==> src/core/lpmr_pkg.sv <==
// Package: constants for the mode register bank, addresses 05h to 1Fh
package lpmr_pkg;
  localparam logic [7:0] LPMR_ADDR_MAKER = 8'h05;
  localparam logic [7:0] LPMR_ADDR_REV_ONE = 8'h06;
  localparam logic [7:0] LPMR_ADDR_REV_TWO = 8'h07;
  localparam logic [7:0] LPMR_ADDR_CONFIG = 8'h08;
  localparam logic [7:0] LPMR_ADDR_VTEST = 8'h09;
  localparam logic [7:0] LPMR_ADDR_CAL = 8'h0a;
  localparam logic [7:0] LPMR_ADDR_TERM = 8'h0b;
  localparam logic [7:0] LPMR_ADDR_BANK_MASK = 8'h10;
  localparam logic [7:0] LPMR_ADDR_SEG_MASK = 8'h11;
  localparam logic [7:0] LPMR_ADDR_RSVD_A_LO = 8'h0c;
  localparam logic [7:0] LPMR_ADDR_RSVD_A_HI = 8'h0f;
  localparam logic [7:0] LPMR_ADDR_RSVD_B_LO = 8'h12;
  localparam logic [7:0] LPMR_ADDR_RSVD_B_HI = 8'h1f;
  // Calibration command codes
  localparam logic [7:0] LPMR_CAL_INIT = 8'hff;
  localparam logic [7:0] LPMR_CAL_LONG = 8'hab;
  localparam logic [7:0] LPMR_CAL_SHORT = 8'h56;
  localparam logic [7:0] LPMR_CAL_RESET = 8'hc3;
  // Config register fields
  localparam int LPMR_TYPE_LSB = 0;
  localparam int LPMR_DENS_LSB = 2;
  localparam int LPMR_WIDTH_LSB = 6;
  localparam logic [1:0] LPMR_TYPE_PREFETCH8 = 2'h3;
  localparam logic [3:0] LPMR_DENS_4GB = 4'h6;
  localparam logic [3:0] LPMR_DENS_6GB = 4'he;
  localparam logic [3:0] LPMR_DENS_8GB = 4'h7;
  // Termination register fields
  localparam int LPMR_TERM_PD_BIT = 2;
  localparam logic [1:0] LPMR_TERM_OFF = 2'h0;
  localparam logic [1:0] LPMR_TERM_DIV4 = 2'h1;
  localparam logic [1:0] LPMR_TERM_DIV2 = 2'h2;
  localparam logic [1:0] LPMR_TERM_DIV1 = 2'h3;
  // Reset values
  localparam logic [2:0] LPMR_TERM_RESET = 3'h0;
  localparam logic [7:0] LPMR_MASK_RESET = 8'h00;
  localparam logic [7:0] LPMR_READ_IDLE = 8'h00;

  typedef enum logic [2:0] {
    LPMR_CAL_NONE,
    LPMR_CAL_DO_INIT,
    LPMR_CAL_DO_LONG,
    LPMR_CAL_DO_SHORT,
    LPMR_CAL_DO_RESET
  } lpmr_cal_type;
endpackage

==> src/core/lpmr_bank.sv <==
// Mode register bank for addresses 05h to 1Fh
`timescale 1ns/1ps
`default_nettype none
module lpmr_bank
  import lpmr_pkg::*;
#(
  parameter logic [7:0] MAKER_CODE = 8'h5a,  // Arbitrary value
  parameter logic [7:0] REVISION_ONE = 8'h01,  // Arbitrary value
  parameter logic [7:0] REVISION_TWO = 8'h00,  // Arbitrary value
  parameter logic [3:0] DENSITY = LPMR_DENS_8GB,
  parameter logic [1:0] IO_WIDTH = 2'h0,
  parameter bit CAL_SUPPORTED = 1'b1,
  parameter bit DIV4_SUPPORTED = 1'b1,  // Must be 1 for top speed grade
  parameter bit ROWS_TOP_MISSING = 1'b0  // Set for 6Gb and 12Gb dies
)
(
  input wire logic clk_sys_i,  // System clock, 20 MHz
  input wire logic rstn_i,  // Synchronous reset, active low
  input wire logic wr_i,  // Mode write command strobe
  input wire logic rd_i,  // Mode read command strobe
  input wire logic [7:0] addr_i,  // Mode register address
  input wire logic [7:0] wdata_i,  // Mode write operand
  input wire logic cal_pin_at_supply_i,  // Calibration pin tied to rail
  output logic [7:0] rdata_o,  // Read data, registered
  output logic rvalid_o,  // Read data valid, one cycle
  output logic cal_init_o,  // Start init calibration, pulse
  output logic cal_long_o,  // Start long calibration, pulse
  output logic cal_short_o,  // Start short calibration, pulse
  output logic cal_reset_o,  // Restore default calibration, pulse
  output logic [1:0] term_strength_o,  // Data-line termination select
  output logic term_in_powerdown_o,  // Keep termination in power down
  output logic [7:0] bank_mask_o,  // Self refresh bank mask
  output logic [7:0] segment_mask_o  // Effective segment mask
);
  typedef struct packed {
    logic [7:0] rdata;
    logic rvalid;
    logic [3:0] cal_pulse;
    logic [2:0] term;
    logic [7:0] bank_mask;
    logic [7:0] seg_mask;
  } lpmr_state_type;

  lpmr_state_type state;
  lpmr_state_type next_state;
  lpmr_cal_type cal_cmd;
  logic cal_strobe;
  logic cal_any;

  function automatic logic is_reserved(input logic [7:0] a);
    is_reserved = (a >= LPMR_ADDR_RSVD_A_LO && a <= LPMR_ADDR_RSVD_A_HI)
               || (a >= LPMR_ADDR_RSVD_B_LO && a <= LPMR_ADDR_RSVD_B_HI);
  endfunction

  function automatic logic [7:0] config_value();
    logic [7:0] v;
    v = 8'h00;
    v[LPMR_TYPE_LSB +: 2] = LPMR_TYPE_PREFETCH8;
    v[LPMR_DENS_LSB +: 4] = DENSITY;
    v[LPMR_WIDTH_LSB +: 2] = IO_WIDTH;
    return v;
  endfunction

  assign cal_strobe = wr_i && (addr_i == LPMR_ADDR_CAL);
  assign cal_any = |state.cal_pulse;

  lpmr_cal_decode u_cal_decode (
    .code_i(wdata_i),
    .strobe_i(cal_strobe),
    .cal_enable_i(CAL_SUPPORTED && !cal_pin_at_supply_i),
    .cmd_o(cal_cmd)
  );

  always_comb begin
    next_state = state;
    next_state.rvalid = 1'b0;
    next_state.cal_pulse = 4'h0;
    case (cal_cmd)
      LPMR_CAL_DO_INIT: next_state.cal_pulse[0] = 1'b1;
      LPMR_CAL_DO_LONG: next_state.cal_pulse[1] = 1'b1;
      LPMR_CAL_DO_SHORT: next_state.cal_pulse[2] = 1'b1;
      LPMR_CAL_DO_RESET: next_state.cal_pulse[3] = 1'b1;
      default: next_state.cal_pulse = 4'h0;
    endcase
    if (wr_i) begin
      case (addr_i)
        LPMR_ADDR_TERM: begin
          // Reserved high bits are dropped
          next_state.term = wdata_i[2:0];
          if (!DIV4_SUPPORTED && wdata_i[1:0] == LPMR_TERM_DIV4) begin
            next_state.term[1:0] = state.term[1:0];
          end
        end
        LPMR_ADDR_BANK_MASK: next_state.bank_mask = wdata_i;
        LPMR_ADDR_SEG_MASK: next_state.seg_mask = wdata_i;
        default: next_state.term = state.term;
      endcase
    end
    if (rd_i) begin
      next_state.rvalid = 1'b1;
      // Write-only, test and reserved addresses read as zero
      case (addr_i)
        LPMR_ADDR_MAKER: next_state.rdata = MAKER_CODE;
        LPMR_ADDR_REV_ONE: next_state.rdata = REVISION_ONE;
        LPMR_ADDR_REV_TWO: next_state.rdata = REVISION_TWO;
        LPMR_ADDR_CONFIG: next_state.rdata = config_value();
        LPMR_ADDR_VTEST: next_state.rdata = LPMR_READ_IDLE;
        default: next_state.rdata = LPMR_READ_IDLE;
      endcase
    end
  end

  always_ff @(posedge clk_sys_i) begin
    if (!rstn_i) begin
      state.rdata <= LPMR_READ_IDLE;
      state.rvalid <= 1'b0;
      state.cal_pulse <= 4'h0;
      state.term <= LPMR_TERM_RESET;
      state.bank_mask <= LPMR_MASK_RESET;
      state.seg_mask <= LPMR_MASK_RESET;
    end else begin
      state <= next_state;
    end
  end

  assign rdata_o = state.rdata;
  assign rvalid_o = state.rvalid;
  assign cal_init_o = state.cal_pulse[0];
  assign cal_long_o = state.cal_pulse[1];
  assign cal_short_o = state.cal_pulse[2];
  assign cal_reset_o = state.cal_pulse[3];
  assign term_strength_o = state.term[1:0];
  assign term_in_powerdown_o = state.term[LPMR_TERM_PD_BIT];
  assign bank_mask_o = state.bank_mask;
  // Absent rows make the top two segments meaningless
  assign segment_mask_o = ROWS_TOP_MISSING ?
    {2'b00, state.seg_mask[5:0]} : state.seg_mask;

  maker_read_a: assert property (@(posedge clk_sys_i) disable iff (!rstn_i)
    rd_i && addr_i == LPMR_ADDR_MAKER |=> rvalid_o && rdata_o == MAKER_CODE)
    else $error("maker code read wrong");
  rev_one_a: assert property (@(posedge clk_sys_i) disable iff (!rstn_i)
    rd_i && addr_i == LPMR_ADDR_REV_ONE |=> rdata_o == REVISION_ONE)
    else $error("revision one read wrong");
  rev_two_a: assert property (@(posedge clk_sys_i) disable iff (!rstn_i)
    rd_i && addr_i == LPMR_ADDR_REV_TWO |=> rdata_o == REVISION_TWO)
    else $error("revision two read wrong");
  config_type_a: assert property (@(posedge clk_sys_i) disable iff (!rstn_i)
    rd_i && addr_i == LPMR_ADDR_CONFIG |=> rdata_o[1:0] == 2'h3
    && rdata_o[5:2] == DENSITY && rdata_o[7:6] == IO_WIDTH)
    else $error("config read wrong");
  cal_start_a: assert property (@(posedge clk_sys_i) disable iff (!rstn_i)
    wr_i && addr_i == LPMR_ADDR_CAL && wdata_i == 8'hab
    && CAL_SUPPORTED && !cal_pin_at_supply_i |=> cal_long_o ##1 !cal_long_o)
    else $error("long calibration not pulsed");
  cal_ignore_a: assert property (@(posedge clk_sys_i) disable iff (!rstn_i)
    cal_pin_at_supply_i |=> !$past(cal_pin_at_supply_i)
    || !(cal_init_o || cal_long_o || cal_short_o || cal_reset_o))
    else $error("calibration not ignored");
  cal_reserved_a: assert property (@(posedge clk_sys_i) disable iff (!rstn_i)
    wr_i && addr_i == LPMR_ADDR_CAL && wdata_i == 8'h00 |=>
    !(cal_init_o || cal_long_o || cal_short_o || cal_reset_o))
    else $error("reserved calibration code acted");
  term_write_a: assert property (@(posedge clk_sys_i) disable iff (!rstn_i)
    wr_i && addr_i == LPMR_ADDR_TERM |=>
    term_in_powerdown_o == $past(wdata_i[2]))
    else $error("termination write lost");
  mask_hold_a: assert property (@(posedge clk_sys_i) disable iff (!rstn_i)
    wr_i && is_reserved(addr_i) |=> $stable(bank_mask_o)
    && $stable(segment_mask_o) && $stable(term_strength_o))
    else $error("reserved write changed state");
  bank_write_a: assert property (@(posedge clk_sys_i) disable iff (!rstn_i)
    wr_i && addr_i == LPMR_ADDR_BANK_MASK |=> bank_mask_o == $past(wdata_i))
    else $error("bank mask write lost");

  rvalid_set_a: assert property (@(posedge clk_sys_i) disable iff (!rstn_i)
    rd_i |=> rvalid_o)
    else $error("read not answered");

  rvalid_clear_a: assert property (@(posedge clk_sys_i) disable iff (!rstn_i)
    !rd_i |=> !rvalid_o)
    else $error("read valid without read");

  density_read_a: assert property (@(posedge clk_sys_i) disable iff (!rstn_i)
    rd_i && addr_i == LPMR_ADDR_CONFIG |=> rdata_o[5:2] == DENSITY)
    else $error("density field wrong");

  width_read_a: assert property (@(posedge clk_sys_i) disable iff (!rstn_i)
    rd_i && addr_i == LPMR_ADDR_CONFIG |=> rdata_o[7:6] == IO_WIDTH)
    else $error("width field wrong");

  vtest_read_a: assert property (@(posedge clk_sys_i) disable iff (!rstn_i)
    rd_i && addr_i == LPMR_ADDR_VTEST |=> rdata_o == LPMR_READ_IDLE)
    else $error("test register read not idle");

  cal_init_a: assert property (@(posedge clk_sys_i) disable iff (!rstn_i)
    wr_i && addr_i == LPMR_ADDR_CAL && wdata_i == LPMR_CAL_INIT
    && CAL_SUPPORTED && !cal_pin_at_supply_i |=> cal_init_o)
    else $error("init calibration not pulsed");

  cal_short_a: assert property (@(posedge clk_sys_i) disable iff (!rstn_i)
    wr_i && addr_i == LPMR_ADDR_CAL && wdata_i == LPMR_CAL_SHORT
    && CAL_SUPPORTED && !cal_pin_at_supply_i |=> cal_short_o)
    else $error("short calibration not pulsed");

  cal_reset_a: assert property (@(posedge clk_sys_i) disable iff (!rstn_i)
    wr_i && addr_i == LPMR_ADDR_CAL && wdata_i == LPMR_CAL_RESET
    && CAL_SUPPORTED && !cal_pin_at_supply_i |=> cal_reset_o)
    else $error("calibration reset not pulsed");

  cal_onehot_a: assert property (@(posedge clk_sys_i) disable iff (!rstn_i)
    $onehot0({cal_init_o, cal_long_o, cal_short_o, cal_reset_o}))
    else $error("several calibrations at once");

  cal_idle_a: assert property (@(posedge clk_sys_i) disable iff (!rstn_i)
    !(wr_i && addr_i == LPMR_ADDR_CAL) |=> !cal_any)
    else $error("calibration without command");

  cal_pin_a: assert property (@(posedge clk_sys_i) disable iff (!rstn_i)
    wr_i && cal_pin_at_supply_i |=> !cal_any)
    else $error("strapped pin did not block");

  cal_unsup_a: assert property (@(posedge clk_sys_i) disable iff (!rstn_i)
    !CAL_SUPPORTED |-> !cal_any)
    else $error("unsupported calibration acted");

  term_strength_a: assert property (@(posedge clk_sys_i) disable iff (!rstn_i)
    wr_i && addr_i == LPMR_ADDR_TERM && DIV4_SUPPORTED |=>
    term_strength_o == $past(wdata_i[1:0]))
    else $error("termination strength lost");

  div4_keep_a: assert property (@(posedge clk_sys_i) disable iff (!rstn_i)
    wr_i && addr_i == LPMR_ADDR_TERM && !DIV4_SUPPORTED
    && wdata_i[1:0] == LPMR_TERM_DIV4 |=> $stable(term_strength_o))
    else $error("unsupported divide taken");

  term_hold_a: assert property (@(posedge clk_sys_i) disable iff (!rstn_i)
    !(wr_i && addr_i == LPMR_ADDR_TERM) |=> $stable(term_strength_o)
    && $stable(term_in_powerdown_o))
    else $error("termination changed unasked");

  bank_hold_a: assert property (@(posedge clk_sys_i) disable iff (!rstn_i)
    !(wr_i && addr_i == LPMR_ADDR_BANK_MASK) |=> $stable(bank_mask_o))
    else $error("bank mask changed unasked");

  seg_write_a: assert property (@(posedge clk_sys_i) disable iff (!rstn_i)
    wr_i && addr_i == LPMR_ADDR_SEG_MASK |=>
    segment_mask_o[5:0] == $past(wdata_i[5:0]))
    else $error("segment mask write lost");

  seg_hold_a: assert property (@(posedge clk_sys_i) disable iff (!rstn_i)
    !(wr_i && addr_i == LPMR_ADDR_SEG_MASK) |=> $stable(segment_mask_o))
    else $error("segment mask changed unasked");

  seg_full_a: assert property (@(posedge clk_sys_i) disable iff (!rstn_i)
    wr_i && addr_i == LPMR_ADDR_SEG_MASK && !ROWS_TOP_MISSING |=>
    segment_mask_o == $past(wdata_i))
    else $error("top segment bits lost");

  seg_top_a: assert property (@(posedge clk_sys_i) disable iff (!rstn_i)
    ROWS_TOP_MISSING |-> segment_mask_o[7:6] == 2'b00)
    else $error("absent segments not ignored");

  rsvd_read_a: assert property (@(posedge clk_sys_i) disable iff (!rstn_i)
    rd_i && is_reserved(addr_i) |=> rdata_o == LPMR_READ_IDLE)
    else $error("reserved read not idle");

  ro_write_a: assert property (@(posedge clk_sys_i) disable iff (!rstn_i)
    wr_i && addr_i >= LPMR_ADDR_MAKER && addr_i <= LPMR_ADDR_VTEST |=>
    $stable(bank_mask_o) && $stable(segment_mask_o)
    && $stable(term_strength_o) && $stable(term_in_powerdown_o))
    else $error("read-only write changed state");

  rdata_hold_a: assert property (@(posedge clk_sys_i) disable iff (!rstn_i)
    !rd_i |=> $stable(rdata_o))
    else $error("read data moved without read");
endmodule
`default_nettype wire

==> src/core/lpmr_cal_decode.sv <==
// Calibration command decoder with pin strap and support gating
`timescale 1ns/1ps
`default_nettype none
module lpmr_cal_decode
  import lpmr_pkg::*;
(
  input wire logic [7:0] code_i,  // Written calibration code
  input wire logic strobe_i,  // Write to calibration register
  input wire logic cal_enable_i,  // Calibration usable
  output var lpmr_cal_type cmd_o  // Decoded command, NONE if ignored
);
  always_comb begin
    cmd_o = LPMR_CAL_NONE;
    if (strobe_i && cal_enable_i) begin
      case (code_i)
        LPMR_CAL_INIT: cmd_o = LPMR_CAL_DO_INIT;
        LPMR_CAL_LONG: cmd_o = LPMR_CAL_DO_LONG;
        LPMR_CAL_SHORT: cmd_o = LPMR_CAL_DO_SHORT;
        LPMR_CAL_RESET: cmd_o = LPMR_CAL_DO_RESET;
        default: cmd_o = LPMR_CAL_NONE;
      endcase
    end
  end
endmodule
`default_nettype wire

==> config.mk <==
export PLATFORM = sky130hd
export DESIGN_NAME = lpmr_bank
export DESIGN_NICKNAME = d
export VERILOG_FILES = /design/src/core/lpmr_pkg.sv /design/src/core/lpmr_bank.sv /design/src/core/lpmr_cal_decode.sv
export SDC_FILE = /design/constraint.sdc
export NUM_CORES = 1
export LEC_CHECK = 0
export BUFFER_PORTS_ARGS = -buffer_cell sky130_fd_sc_hd__buf_2
export CAP_MARGIN = 0
export CORE_ASPECT_RATIO = 0.9
export CORE_MARGIN = 2
export CORE_UTILIZATION = 42
export CTS_CLUSTER_DIAMETER = 60
export DETAILED_ROUTE_END_ITERATION = 8
export GPL_TIMING_DRIVEN = 0
export PLACE_DENSITY = 0.78
export SLEW_MARGIN = 20
export SYNTH_ARGS = -nofsm -noshare
export SYNTH_HDL_FRONTEND = slang
export SYNTH_HIERARCHICAL = 1
export SYNTH_SLANG_ARGS = --single-unit
==> constraint.sdc <==
create_clock -name clk_sys_i -period 2.1 [get_ports clk_sys_i]
set_clock_uncertainty 0.1 [all_clocks]
set_input_delay 0.315 -clock clk_sys_i [delete_from_list [all_inputs] [get_ports clk_sys_i]]
set_output_delay 0.315 -clock clk_sys_i [all_outputs]
set_load 0.005 [all_outputs]
# == After elaboration in Yosys (flattened, before gate mapping) ==
# Index checks and enable logic that the tools add are counted.
# totals
reg_bits,31
in_bits,21
# classes
eq_ne,15
reduce_logical,6
muxes,8
# op_table
operator,n
equality test 8 x 4 -> 1 bit (second input constant),3
equality test 8 bit (second input constant),3
case mux 7 bit (3 select lines),1
equality test 8 x 3 -> 1 bit (second input constant),2
equality test 8 x 5 -> 1 bit (second input constant),2
case mux 3 bit (4 select lines),1
equality test 8 x 7 -> 1 bit (second input constant),1
equality test 3 x 2 -> 1 bit (second input constant),2
AND reduction 2 bit,3
2-to-1 mux 1 bit,5
equality test 3 x 1 -> 1 bit (second input constant),1
equality test 3 bit (second input constant),1
2-to-1 mux 3 bit,1
logical AND 1 bit,2
zero test 1 bit,1

# == Longest topological paths before layout ==
# Gate-level depths: netlist (run 1).
# logic_depth
word_depth,6
ltp_mapped,8

# == Modules after synthesis ==
# The synthesis (run 1) kept the hierarchy.
# by_module_without_submodules
mod,area_per_inst_um2,cells_each,seq_area_each_um2,n_inst
lpmr_bank,1186.1,123,560.5,1
lpmr_cal_decode,93.8,15,0.0,1

# == Worst setup path after synthesis (run 1) ==
# No wires, ideal clock.
# synth_timing
path_type,input to register
start,in addr_i[5]
end,reg state (netlist bit cal_init_o)
arrival_time_ns,1.819
setup_time_ns,0.116
path_slack_ns,0.066
path_buffers,0
path_stages,6
path_cell_list,or3_2 nor4_1 and3_4 nand3_2 o32ai_2 and3b_1
# synth_via
elab_chain_cells,6
# synth_lines
item,line,text
from (decl),lpmr_bank.sv:21,"input wire logic [7:0] addr_i,"
equality test 8 x 4 -> 1 bit,lpmr_bank.sv:64,assign cal_strobe = wr_i && (addr_i == LPMR_ADDR_CAL);
logical AND 1 bit,lpmr_bank.sv:64,
via cal_strobe,lpmr_bank.sv:47,logic cal_strobe;
logical AND 1 bit,lpmr_cal_decode.sv:14,if (strobe_i && cal_enable_i) begin
2-to-1 mux 3 bit,lpmr_cal_decode.sv:14,
via cal_cmd[1],lpmr_bank.sv:46,lpmr_cal_type cal_cmd;
equality test 3 x 1 -> 1 bit,lpmr_bank.sv:78,case (cal_cmd)
2-to-1 mux 1 bit,lpmr_bank.sv:78,
to (signal assigned),lpmr_bank.sv:122,state <= next_state;
to (decl),lpmr_bank.sv:44,lpmr_state_type state;
# The timed path passes the listed nets, and every way through them passes these cells.
# A chain may end at the register's enable or synchronous reset.

# == Final worst setup path (run 1) ==
# Same ends and word-level chain as after synthesis.

==> impl_results.md, run 1 <==
* Outcome: finished, final reports clean
* Hold WS at 0.183 ns
* Clock Latency Late Sink at 0.33 ns
* Top sig layer: met4
* WS Path Type: in -> reg
* Largest net degree at the start of global routing at 16
* Vias in the first global route at 1,128
* Pwr dens at 541 nW/um^2
* Mapped Area at 1280 sq um
* Crit path max fanout at 4
* Worst Setup End Kind: register
* Switching Fraction at 23.2%
* Min-Delay Path Class: in -> reg
* Slew headroom at 64.9%
* Initial drt markers at 32
* MaxCap Viol Count at 0
* Metal3 WL at 182 um
* Crit path cell chain: buf_2, or3_2, nor4_1, and3_4, nand3_2, o32ai_2, and3b_1
* Fraction of the yosys area taken by sequential cells at 43.8%
* Root buffer cell: clkbuf_4
* Flop pwr share at 61.0%
* Detail Route Antenna Nets at 0
* First-pass GRT wire length at 4910 um
* Placed wire-length estimate at 2330 um
* CP Buf/Inv Count at 1
* Syn Inst Count at 138
* Antenna Cells at 0
* Clk pwr share at 29.4%
* Number of fill cells in the layout at 273
* Arr. time, crit path at 2.06 ns
* Cts hold-fix bufs at 0
* Fin nets at 214
* DRC Markers at 0
* Max clock buf depth at 2
* Die H at 56.4 um
* P_sw at 0.000203 W
* Share of flip-flops with an asynchronous set or reset at 0%
* Leak at 0.772 nW
* Tot Pwr at 0.000874 W
* Metal2 WL at 1470 um
* Row count at 18
* Min cycle time layout at 1.92 ns
* Total clock sinks at 28
* FF+latch count, synth at 28
* Biggest cell delay along the critical path at 0.50 ns
* DRT met1 WL at 1300 um
* Post-synth EDFFs at 0
* CORE AREA at 2820 sq um
* Total number of vias at 1,194
* CTS tree: yes
* First-pass detailed-route iteration total at 4
* Buffers on Ports at 49
* RSZ-0062 raised after global routing: false
* Max H-tree Level at 1
* Post-placement cell count at 228
* Post-Syn Area per Cell at 9.28 sq um
* Wire length per cell at 13.0 um
* Fin Setup TNS at 0 ns
* Post-Place Cell Area at 1580 sq um
* Total Wirelength at 3010 um
* CTS buffer count at 3
* Final GP Congestion at 0.912
* Area Growth Syn to Fin at 26.2%
* Max Fclk at 522 MHz
* Worst vdd ir at 396 uV
* Total I/O pin count at 53
* WP data required at 2.24 ns
* Die ar. at 3510 sq um
* Ys Warns at 6
* Postcts setup bufs at 0
* Clk slew on worst S/H paths at 0.14 ns
* CTS resizes at 0
* Primary flip-flop cell chosen by synthesis mapping: dfxtp_1
* Initial antenna violation count at 0
* Share of cells above drive strength 1 at 33.9%
* Gr usage total at 17.3%
* Vias/cell at 5.15
* Worst slew pin tran at 0.524 ns
* Delay-heaviest family, CP: simple AND/OR/NAND/NOR gates
* Design area at 1620 sq um
* Gate power share at 9.6%
* CP max stage cell: or3_2
* Max-slew violations at 0
* Grt total ovfl at 0
* Yosys cell types at 34
* Final Hold Fails at 0
* Int Power at 0.000671 W
* Fin crit share at 91.3%
* Final std cells w/o fill at 232
* Initial core utilization at 45.5%
* Die W at 62.2 um
* Final setup vio count at 0
* CP startpoint kind: input pin
cell families (layout without fill, tap and decap cells):
family | Yosys count | after routing | share of synthesized area (%)
AND/OR/NAND/NOR | 71 | 71 | 31.0
flip-flops | 28 | 28 | 43.8
multiplexers | 19 | 19 | 14.9
buffers and inverters | 12 | 65 | 5.28
AO/OA/AOI/OAI | 7 | 7 | 4.79
other | 1 | 2 | 0.293
power by group through the flow:
| stage | Clock (W) | Combinational (W) | Sequential, W |
|---|---|---|---|
| 6_report | 0.000257 | 0.0000841 | 0.000533 |
| 5_1_grt | 0.000284 | 0.0000909 | 0.000534 |
| 4_1_cts | 0.000263 | 0.0000826 | 0.000533 |
| 3_5_place_dp | 0 | 0.0000822 | 0.000545 |
| 3_3_place_gp | 0 | 0.0000788 | 0.000545 |
| 2_1_floorplan | 0 | 0.0000373 | 0.000545 |
worst min-delay path, stage by stage:
cell,delay [ns]
buf_2,0.13
nand2_1,0.08
mux2i_1,0.06
flip-flops by register name (all words and copies together), names as in the netlist:
signal and count:
rdata_o 4, term_strength_o 2, bank_mask_o 8, cal_short_o 1, cal_reset_o 1, rvalid_o 1, cal_long_o 1, cal_init_o 1
term_in_powerdown_o 1, segment_mask_o 8
path summary, 6_finish.rpt:
| kind | startpoint | endpoint | slack, ns | cells past startpoint |
|---|---|---|---|---|
| worst max-delay path | addr_i[5] | cal_init_o | 0.18 | 7 |
| worst min-delay path | wdata_i[5] | segment_mask_o[5] | 0.18 | 3 |
| worst min register to register | segment_mask_o[5] | segment_mask_o[5] | 0.37 | 2 |
| worst max register to register | rdata_o[4] | rdata_o[4] | 1.32 | 2 |
routing by layer:
layer	up-vias	global-route usage, %
li1	584	-
met1	558	19.9
met2	46	29.8
met3	6	5.41
met4	0	7.30
met5	-	0
cells in the final DEF (no fill, tap or decap), types with 2 or more instances in the layout:
cell | Yosys | layout
clkbuf_1 | 4 | 4
nand2_1 | 31 | 31
nor3b_1 | 2 | 2
nand2b_1 | 3 | 3
o2111ai_1 | 2 | 2
inv_1 | 3 | 3
buf_2 | 0 | 49
nand3_1 | 5 | 5
nor2_1 | 6 | 6
conb_1 | 1 | 2
a21boi_0 | 3 | 3
nand4_1 | 3 | 3
mux2i_1 | 19 | 19
buf_4 | 4 | 4
dfxtp_1 | 28 | 28
nor4_1 | 2 | 2
nor3_1 | 2 | 2
clkbuf_4 | 0 | 3
and3b_1 | 3 | 3
Yosys cell counts (all sizes together) (2+ instances only):
library cell | number | area share [%]
nor2 | 6 | 1.8
nand4 | 3 | 1.5
a21boi | 3 | 1.8
mux2i | 19 | 15
o2111ai | 2 | 1.4
or3 | 2 | 1.1
nand3 | 6 | 2.7
nor4 | 3 | 2.0
nand2 | 31 | 9.1
nor3b | 2 | 1.2
nand2b | 3 | 1.5
inv | 3 | 0.88
and3 | 2 | 1.4
nor3 | 3 | 2.1
dfxtp | 28 | 44
clkbuf | 4 | 1.2
and3b | 3 | 2.1
buf | 5 | 3.2
layout make-up:
type	count	area [sq um]	area share, %
Buffer	9	56.3	3.49
Clock buffer	4	36.3	2.25
Inverter	3	11.3	0.697
Multi-Input combinational cell	99	656	40.6
Sequential cell	28	561	34.7
Tap cell	40	50.0	3.10
Timing Repair Buffer	49	245	15.2
metrics by stage:
stage                     setup slack [ns]  utilization [%]
final                                0.184             57.4
after global routing                0.0915             57.4
after CTS                            0.187             57.4
after detailed placement            -0.176             56.1
after global placement              -0.130             56.1
after floorplan                     0.0658                -
(Power assumes the default switching activity.)
==> run 2: changes to the inputs <==
- CORE_UTILIZATION: 42 -> 44
- CTS_BUF_LIST: default -> sky130_fd_sc_hd__clkbuf_8
- PLACE_DENSITY: 0.78 -> 0.81
==> run 2 against run 1 <==
- global-route usage rose by 0.74 points
- non-clock buffer count unchanged
- routed wire length is 0.73% lower
- power is 2.1% higher
- register-to-register slack better by 0.03 ns
- first-iteration DRC count increased by 3.1%
- worst setup slack worse by 0.13 ns
- worst hold slack gained 0.072 ns
- fmax decreased by 6.5%
- critical endpoint unchanged
- largest power group unchanged
- highest routed layer unchanged
==> impl_results.md, run 2 (synthesis gave the netlist of run 1 again) <==
* Initial antenna violation count at 0 (unchanged)
* Initial drt markers at 33 (was 32)
* Final std cells w/o fill at 231 (was 232)
* Crit path max fanout at 4 (unchanged)
* First-pass GRT wire length at 4510 um (was 4910 um)
* MaxCap Viol Count at 0 (unchanged)
* Wire length per cell at 12.9 um (was 13.0 um)
* Total I/O pin count at 53 (unchanged)
* Vias/cell at 5.07 (was 5.15)
* Root buffer cell: clkbuf_8 (was clkbuf_4)
* Initial core utilization at 46.6% (was 45.5%)
* Die W at 60.9 um (was 62.2 um)
* Post-route setup slack at 0.0496 ns (was 0.184 ns)
* Arr. time, crit path at 2.11 ns (was 2.06 ns)
* Worst hold endpoint: bank_mask_o[4] (was segment_mask_o[5])
* Final GP Congestion at 0.919 (was 0.912)
* Final setup vio count at 0 (unchanged)
* CTS resizes at 0 (unchanged)
* Reg2Reg Depth at 2 (unchanged)
* Worst vdd ir at 323 uV (was 396 uV)
* Tot Pwr at 0.000893 W (was 0.000874 W)
* Antenna Cells at 0 (unchanged)
* Slew headroom at 65.5% (was 64.9%)
* DRC Markers at 0 (unchanged)
* Leak at 0.773 nW (was 0.772 nW)
* Fin nets at 214 (unchanged)
* Worst Setup End Kind: register (unchanged)
* Design area at 1620 sq um (about the same)
* Min-Delay Path Class: in -> reg (unchanged)
* Placed wire-length estimate at 2310 um (was 2330 um)
* Max Fclk at 488 MHz (was 522 MHz)
* Number of fill cells in the layout at 254 (was 273)
* Final core utilization at 59.0% (was 57.4%)
* Cts hold-fix bufs at 0 (unchanged)
* Pre-CTS WS at -0.199 ns (was -0.176 ns)
* Post-Place Cell Area at 1580 sq um (unchanged)
* CORE AREA at 2750 sq um (was 2820 sq um)
* Total clock sinks at 28 (unchanged)
* Row count at 18 (unchanged)
* Postcts setup bufs at 0 (unchanged)
* RSZ-0062 raised after global routing: false (unchanged)
* Max H-tree Level at 1 (unchanged)
* Total number of vias at 1,172 (was 1,194)
* Worst slew pin tran at 0.516 ns (was 0.524 ns)
* Die H at 55.2 um (was 56.4 um)
* Clock Latency Late Sink at 0.26 ns (was 0.33 ns)
* CP startpoint kind: input pin (unchanged)
* Most common cell after layout, fill and taps aside: buf_2 (unchanged)
* Commonest cells after routing, fill and taps aside: buf_2 (49), nand2_1 (31), dfxtp_1 (28), mux2i_1 (19), nor2_1 (6) (unchanged)
* Share of cells above drive strength 1 at 33.5% (was 33.9%)
* Detail Route Antenna Nets at 0 (unchanged)
* Max-slew violations at 0 (unchanged)
* FF-to-FF Start: rdata_o[4] (unchanged)
* Total Wirelength at 2990 um (was 3010 um)
* Flop-to-flop setup slack at 1.35 ns (was 1.32 ns)
* Gr usage total at 18.0% (was 17.3%)
* CTS buffer count at 3 (unchanged)
* CTS tree: yes (unchanged)
* Die ar. at 3360 sq um (was 3510 sq um)
* Buffers on Ports at 49 (unchanged)
* Vias in the first global route at 1,065 (was 1,128)
* Largest net degree at the start of global routing at 15 (was 16)
* Post-placement cell count at 228 (unchanged)
* Worst hold start: wdata_i[4] (was wdata_i[5])
* First-pass detailed-route iteration total at 4 (unchanged)
* Area Growth Syn to Fin at 26.6% (was 26.2%)
* Max clock buf depth at 2 (unchanged)
* WS Path Type: in -> reg (unchanged)
* Final Hold Fails at 0 (unchanged)
* Min cycle time layout at 2.05 ns (was 1.92 ns)
* Capturing point of the worst reg2reg path: rdata_o[4] (unchanged)
* Grt total ovfl at 0 (unchanged)
* Hold Crit Depth at 3 (unchanged)
* Outcome: finished, final reports clean (unchanged)
* WP data required at 2.16 ns (was 2.24 ns)
* Clk slew on worst S/H paths at 0.09 ns (was 0.14 ns)
* Pwr dens at 551 nW/um^2 (was 541 nW/um^2)
* Fin crit share at 97.6% (was 91.3%)
## run 2: cell types whose count changed in the layout (fill, tap and decap cells not counted), sizes merged
cell,before,now
clkbuf,8,7
## run 2: power by group
group          internal [W]   total, W  switching (W)
Sequential         0.000532   0.000532    0.000000488
Combinational     0.0000321  0.0000835      0.0000514
Clock              0.000128   0.000277       0.000148
Total              0.000692   0.000893       0.000200
## run 2: worst max-delay path: stages
cell and delay [ns]:
buf_2 0.12, or3_2 0.50, nor4_1 0.25, and3_4 0.25, nand3_2 0.10, o32ai_2 0.36, and3b_1 0.23
## run 2: layout make-up
| class | instances | area (sq um) | area share, % |
|---|---|---|---|
| Tap cell | 40 | 50.0 | 3.09 |
| Clock buffer | 3 | 41.3 | 2.55 |
| Inverter | 3 | 11.3 | 0.695 |
| Sequential cell | 28 | 561 | 34.6 |
| Multi-Input combinational cell | 99 | 656 | 40.5 |
| Buffer | 9 | 56.3 | 3.47 |
| Timing Repair Buffer | 49 | 245 | 15.1 |
## run 2: worst max-delay path by stage
stage / from / to / slack [ns] / cells past startpoint
6_report: addr_i[5] / cal_init_o / 0.05 / 7
5_1_grt: addr_i[5] / cal_init_o / 0.006 / 7
4_1_cts: addr_i[5] / cal_init_o / 0.07 / 7
3_5_place_dp: addr_i[5] / cal_init_o / -0.20 / 7
3_3_place_gp: addr_i[5] / cal_init_o / -0.13 / 7
2_1_floorplan: addr_i[5] / cal_init_o / 0.07 / 6
## run 2: routing by layer
| layer | share of wire [%] | track usage [%] | vias to the layer above | wire, um |
|---|---|---|---|---|
| met5 | 0 | 0 | - | 0 |
| met4 | 0.97 | 6.52 | 0 | 29 |
| met3 | 2.8 | 2.56 | 4 | 84 |
| met2 | 51 | 33.9 | 30 | 1510 |
| met1 | 46 | 20.9 | 559 | 1360 |
| li1 | - | - | 579 | - |
## run 2: per-stage QoR
stage               hold WS, ns  setup TNS, ns
floorplan                 0.351              0
finish                    0.255              0
global route              0.262              0
global placement          0.346         -0.247
CTS                       0.253              0
detailed placement        0.351         -0.539
==> run 3: changes to the inputs <==
- SETUP_SLACK_MARGIN: default -> 0.3
==> run 3 against run 2 <==
- fmax increased by 19%
- critical path type unchanged
- critical path depth unchanged
- largest cell class unchanged
- utilization rose by 1.9 points
==> impl_results.md, run 3 (synthesis gave the netlist of run 1 again) <==
* Crit path cell chain: buf_2, nand4b_1, nor4_2, and3_4, nand3_2, o32ai_4, and3b_1 (was buf_2, or3_2, nor4_1, and3_4, nand3_2, o32ai_2, and3b_1)
* Initial antenna violation count at 0 (unchanged)
* Fin nets at 214 (unchanged)
* Hold WS at 0.247 ns (was 0.255 ns)
* Final core utilization at 60.8% (was 59.0%)
* Total number of vias at 1,197 (was 1,172)
* Grt total ovfl at 0 (unchanged)
* Detail Route Antenna Nets at 0 (unchanged)
* Final Hold Fails at 0 (unchanged)
* Min cycle time layout at 1.73 ns (was 2.05 ns)
* Row count at 18 (unchanged)
* CP Depth at 7 (unchanged)
* DRT met1 WL at 1280 um (was 1360 um)
* Root buffer cell: clkbuf_8 (unchanged)
* CORE AREA at 2750 sq um (unchanged)
* P_sw at 0.000214 W (was 0.000200 W)
* Metal3 WL at 169 um (was 84 um)
* Min-Delay Path Class: in -> reg (unchanged)
* CP max stage cell: nor4_2 (was or3_2)
* First-pass GRT wire length at 4460 um (was 4510 um)
* Arr. time, crit path at 1.80 ns (was 2.11 ns)
* Footprint of the multi-input gates at 677 sq um (was 656 sq um)
* Clock Latency Late Sink at 0.27 ns (was 0.26 ns)
* FF-to-FF Start: rdata_o[4] (unchanged)
* Clk slew on worst S/H paths at 0.09 ns (about the same)
* Worst vdd ir at 414 uV (was 323 uV)
* Number of fill cells in the layout at 240 (was 254)
* Flop-to-flop setup slack at 1.27 ns (was 1.35 ns)
* CTS tree: yes (unchanged)
* Largest net degree at the start of global routing at 17 (was 15)
* Delay-heaviest family, CP: simple AND/OR/NAND/NOR gates (unchanged)
* Top sig layer: met4 (unchanged)
* CP startpoint kind: input pin (unchanged)
* Critical Path Sink: cal_init_o (unchanged)
* Metal2 WL at 1460 um (was 1510 um)
* Switching Fraction at 20.7% (was 22.4%)
* WP data required at 2.17 ns (was 2.16 ns)
* Pwr dens at 618 nW/um^2 (was 551 nW/um^2)
* MaxCap Viol Count at 0 (unchanged)
* Max-slew violations at 0 (unchanged)
* Buffers on Ports at 49 (unchanged)
* Pre-CTS WS at -0.102 ns (was -0.199 ns)
* Die ar. at 3360 sq um (unchanged)
* Gate power share at 8.2% (was 9.4%)
* Final GP Congestion at 0.958 (was 0.919)
* Fin crit share at 82.3% (was 97.6%)
* Max H-tree Level at 1 (unchanged)
* DRC Markers at 0 (unchanged)
* Outcome: finished, final reports clean (unchanged)
* Register area at 561 sq um (unchanged)
* Share of cells above drive strength 1 at 34.4% (was 33.5%)
* Final setup vio count at 0 (unchanged)
* Crit path max fanout at 7 (was 4)
* Vias in the first global route at 1,065 (unchanged)
* CP Buf/Inv Count at 1 (unchanged)
* Slew headroom at 64.9% (was 65.5%)
* Reg2Reg Depth at 2 (unchanged)
* Die H at 55.2 um (unchanged)
* Worst Setup End Kind: register (unchanged)
* Biggest cell delay along the critical path at 0.30 ns (was 0.50 ns)
* Post-route setup slack at 0.372 ns (was 0.0496 ns)
* RSZ-0062 raised after global routing: true (was false)
* Most common cell after layout, fill and taps aside: buf_2 (unchanged)
* Placed wire-length estimate at 2260 um (was 2310 um)
* Max clock buf depth at 2 (unchanged)
* Wire length per cell at 12.9 um (about the same)
* Leak at 0.788 nW (was 0.773 nW)
* Die W at 60.9 um (unchanged)
* Clk pwr share at 40.2% (was 31.0%)
* Gr usage total at 17.7% (was 18.0%)
* Antenna Cells at 0 (unchanged)
* Total I/O pin count at 53 (unchanged)
* Max Fclk at 579 MHz (was 488 MHz)
* First-pass detailed-route iteration total at 4 (unchanged)
* Total clock sinks at 28 (unchanged)
* Flop pwr share at 51.5% (was 59.7%)
* WS Path Type: in -> reg (unchanged)
* Commonest cells after routing, fill and taps aside: buf_2 (49), nand2_1 (31), dfxtp_1 (28), mux2i_1 (19), nor2_1 (6) (unchanged)
* Area Growth Syn to Fin at 30.6% (was 26.6%)
* Vias/cell at 5.16 (was 5.07)
* Worst slew pin tran at 0.524 ns (was 0.516 ns)
* Capturing point of the worst reg2reg path: rdata_o[4] (unchanged)
* CTS buffer count at 3 (unchanged)
* Worst Setup SP: addr_i[2] (was addr_i[5])
* Initial drt markers at 40 (was 33)
* Int Power at 0.000820 W (was 0.000692 W)
* Total Wirelength at 2990 um (about the same)
* Initial core utilization at 46.6% (unchanged)
* Worst hold start: wdata_i[4] (unchanged)
[run 3: through the flow]
stage | std cells | total power (W) | instance area [sq um] | TNS (ns)
2_1_floorplan | 139 | 0.000583 | 1290 | 0
3_3_place_gp | 228 | 0.000625 | 1590 | -0.0655
3_5_place_dp | 228 | 0.000627 | 1590 | -0.155
4_1_cts | 232 | 0.00104 | 1670 | 0
5_1_grt | 232 | 0.00107 | 1670 | 0
6_report | 232 | 0.00103 | 1670 | 0
[run 3: power groups by stage]
stage	sequential [W]	clock, W	combinational, W
after floorplan	0.000545	0	0.0000379
after global placement	0.000545	0	0.0000798
after detailed placement	0.000545	0	0.0000823
after CTS	0.000533	0.000421	0.0000839
after global routing	0.000533	0.000447	0.0000925
final	0.000533	0.000416	0.0000852
[run 3: how the worst min path moves through the flow]
stage	depth (start not counted)	slack, ns	to
2_1_floorplan	2	0.35	bank_mask_o[0]
3_3_place_gp	2	0.34	bank_mask_o[3]
3_5_place_dp	2	0.35	bank_mask_o[2]
4_1_cts	3	0.24	segment_mask_o[5]
5_1_grt	3	0.25	segment_mask_o[4]
6_report	3	0.25	segment_mask_o[4]
[run 3: routing by layer]
metal,up-vias,GRT usage (%)
met5,-,0
met4,0,7.97
met3,10,4.42
met2,52,30.8
met1,550,20.7
li1,585,-
[run 3: worst reg2reg max path, delay by kind of cell, from the launching register on]
| family | cells | cell delay, ns |
|---|---|---|
| AOI/OAI and AO/OA | 1 | 0.21 |
| DFF | 1 | 0.37 |
| and+or+nand+nor | 1 | 0.07 |
[run 3: timing repair]
action	CTS	global route
setup buffers	0	0
resized for setup	1	0
endpoints found under the setup margin	3	2
pin swaps	3	0
hold buffers	0	0
[run 3: final cells by class]
| type | count | area share, % |
|---|---|---|
| Clock inverter | 1 | 1.80 |
| Multi-Input combinational cell | 99 | 40.5 |
| Tap cell | 40 | 2.99 |
| Timing Repair Buffer | 49 | 14.7 |
| Inverter | 3 | 0.674 |
| Sequential cell | 28 | 33.5 |
| Buffer | 9 | 3.37 |
| Clock buffer | 3 | 2.47 |
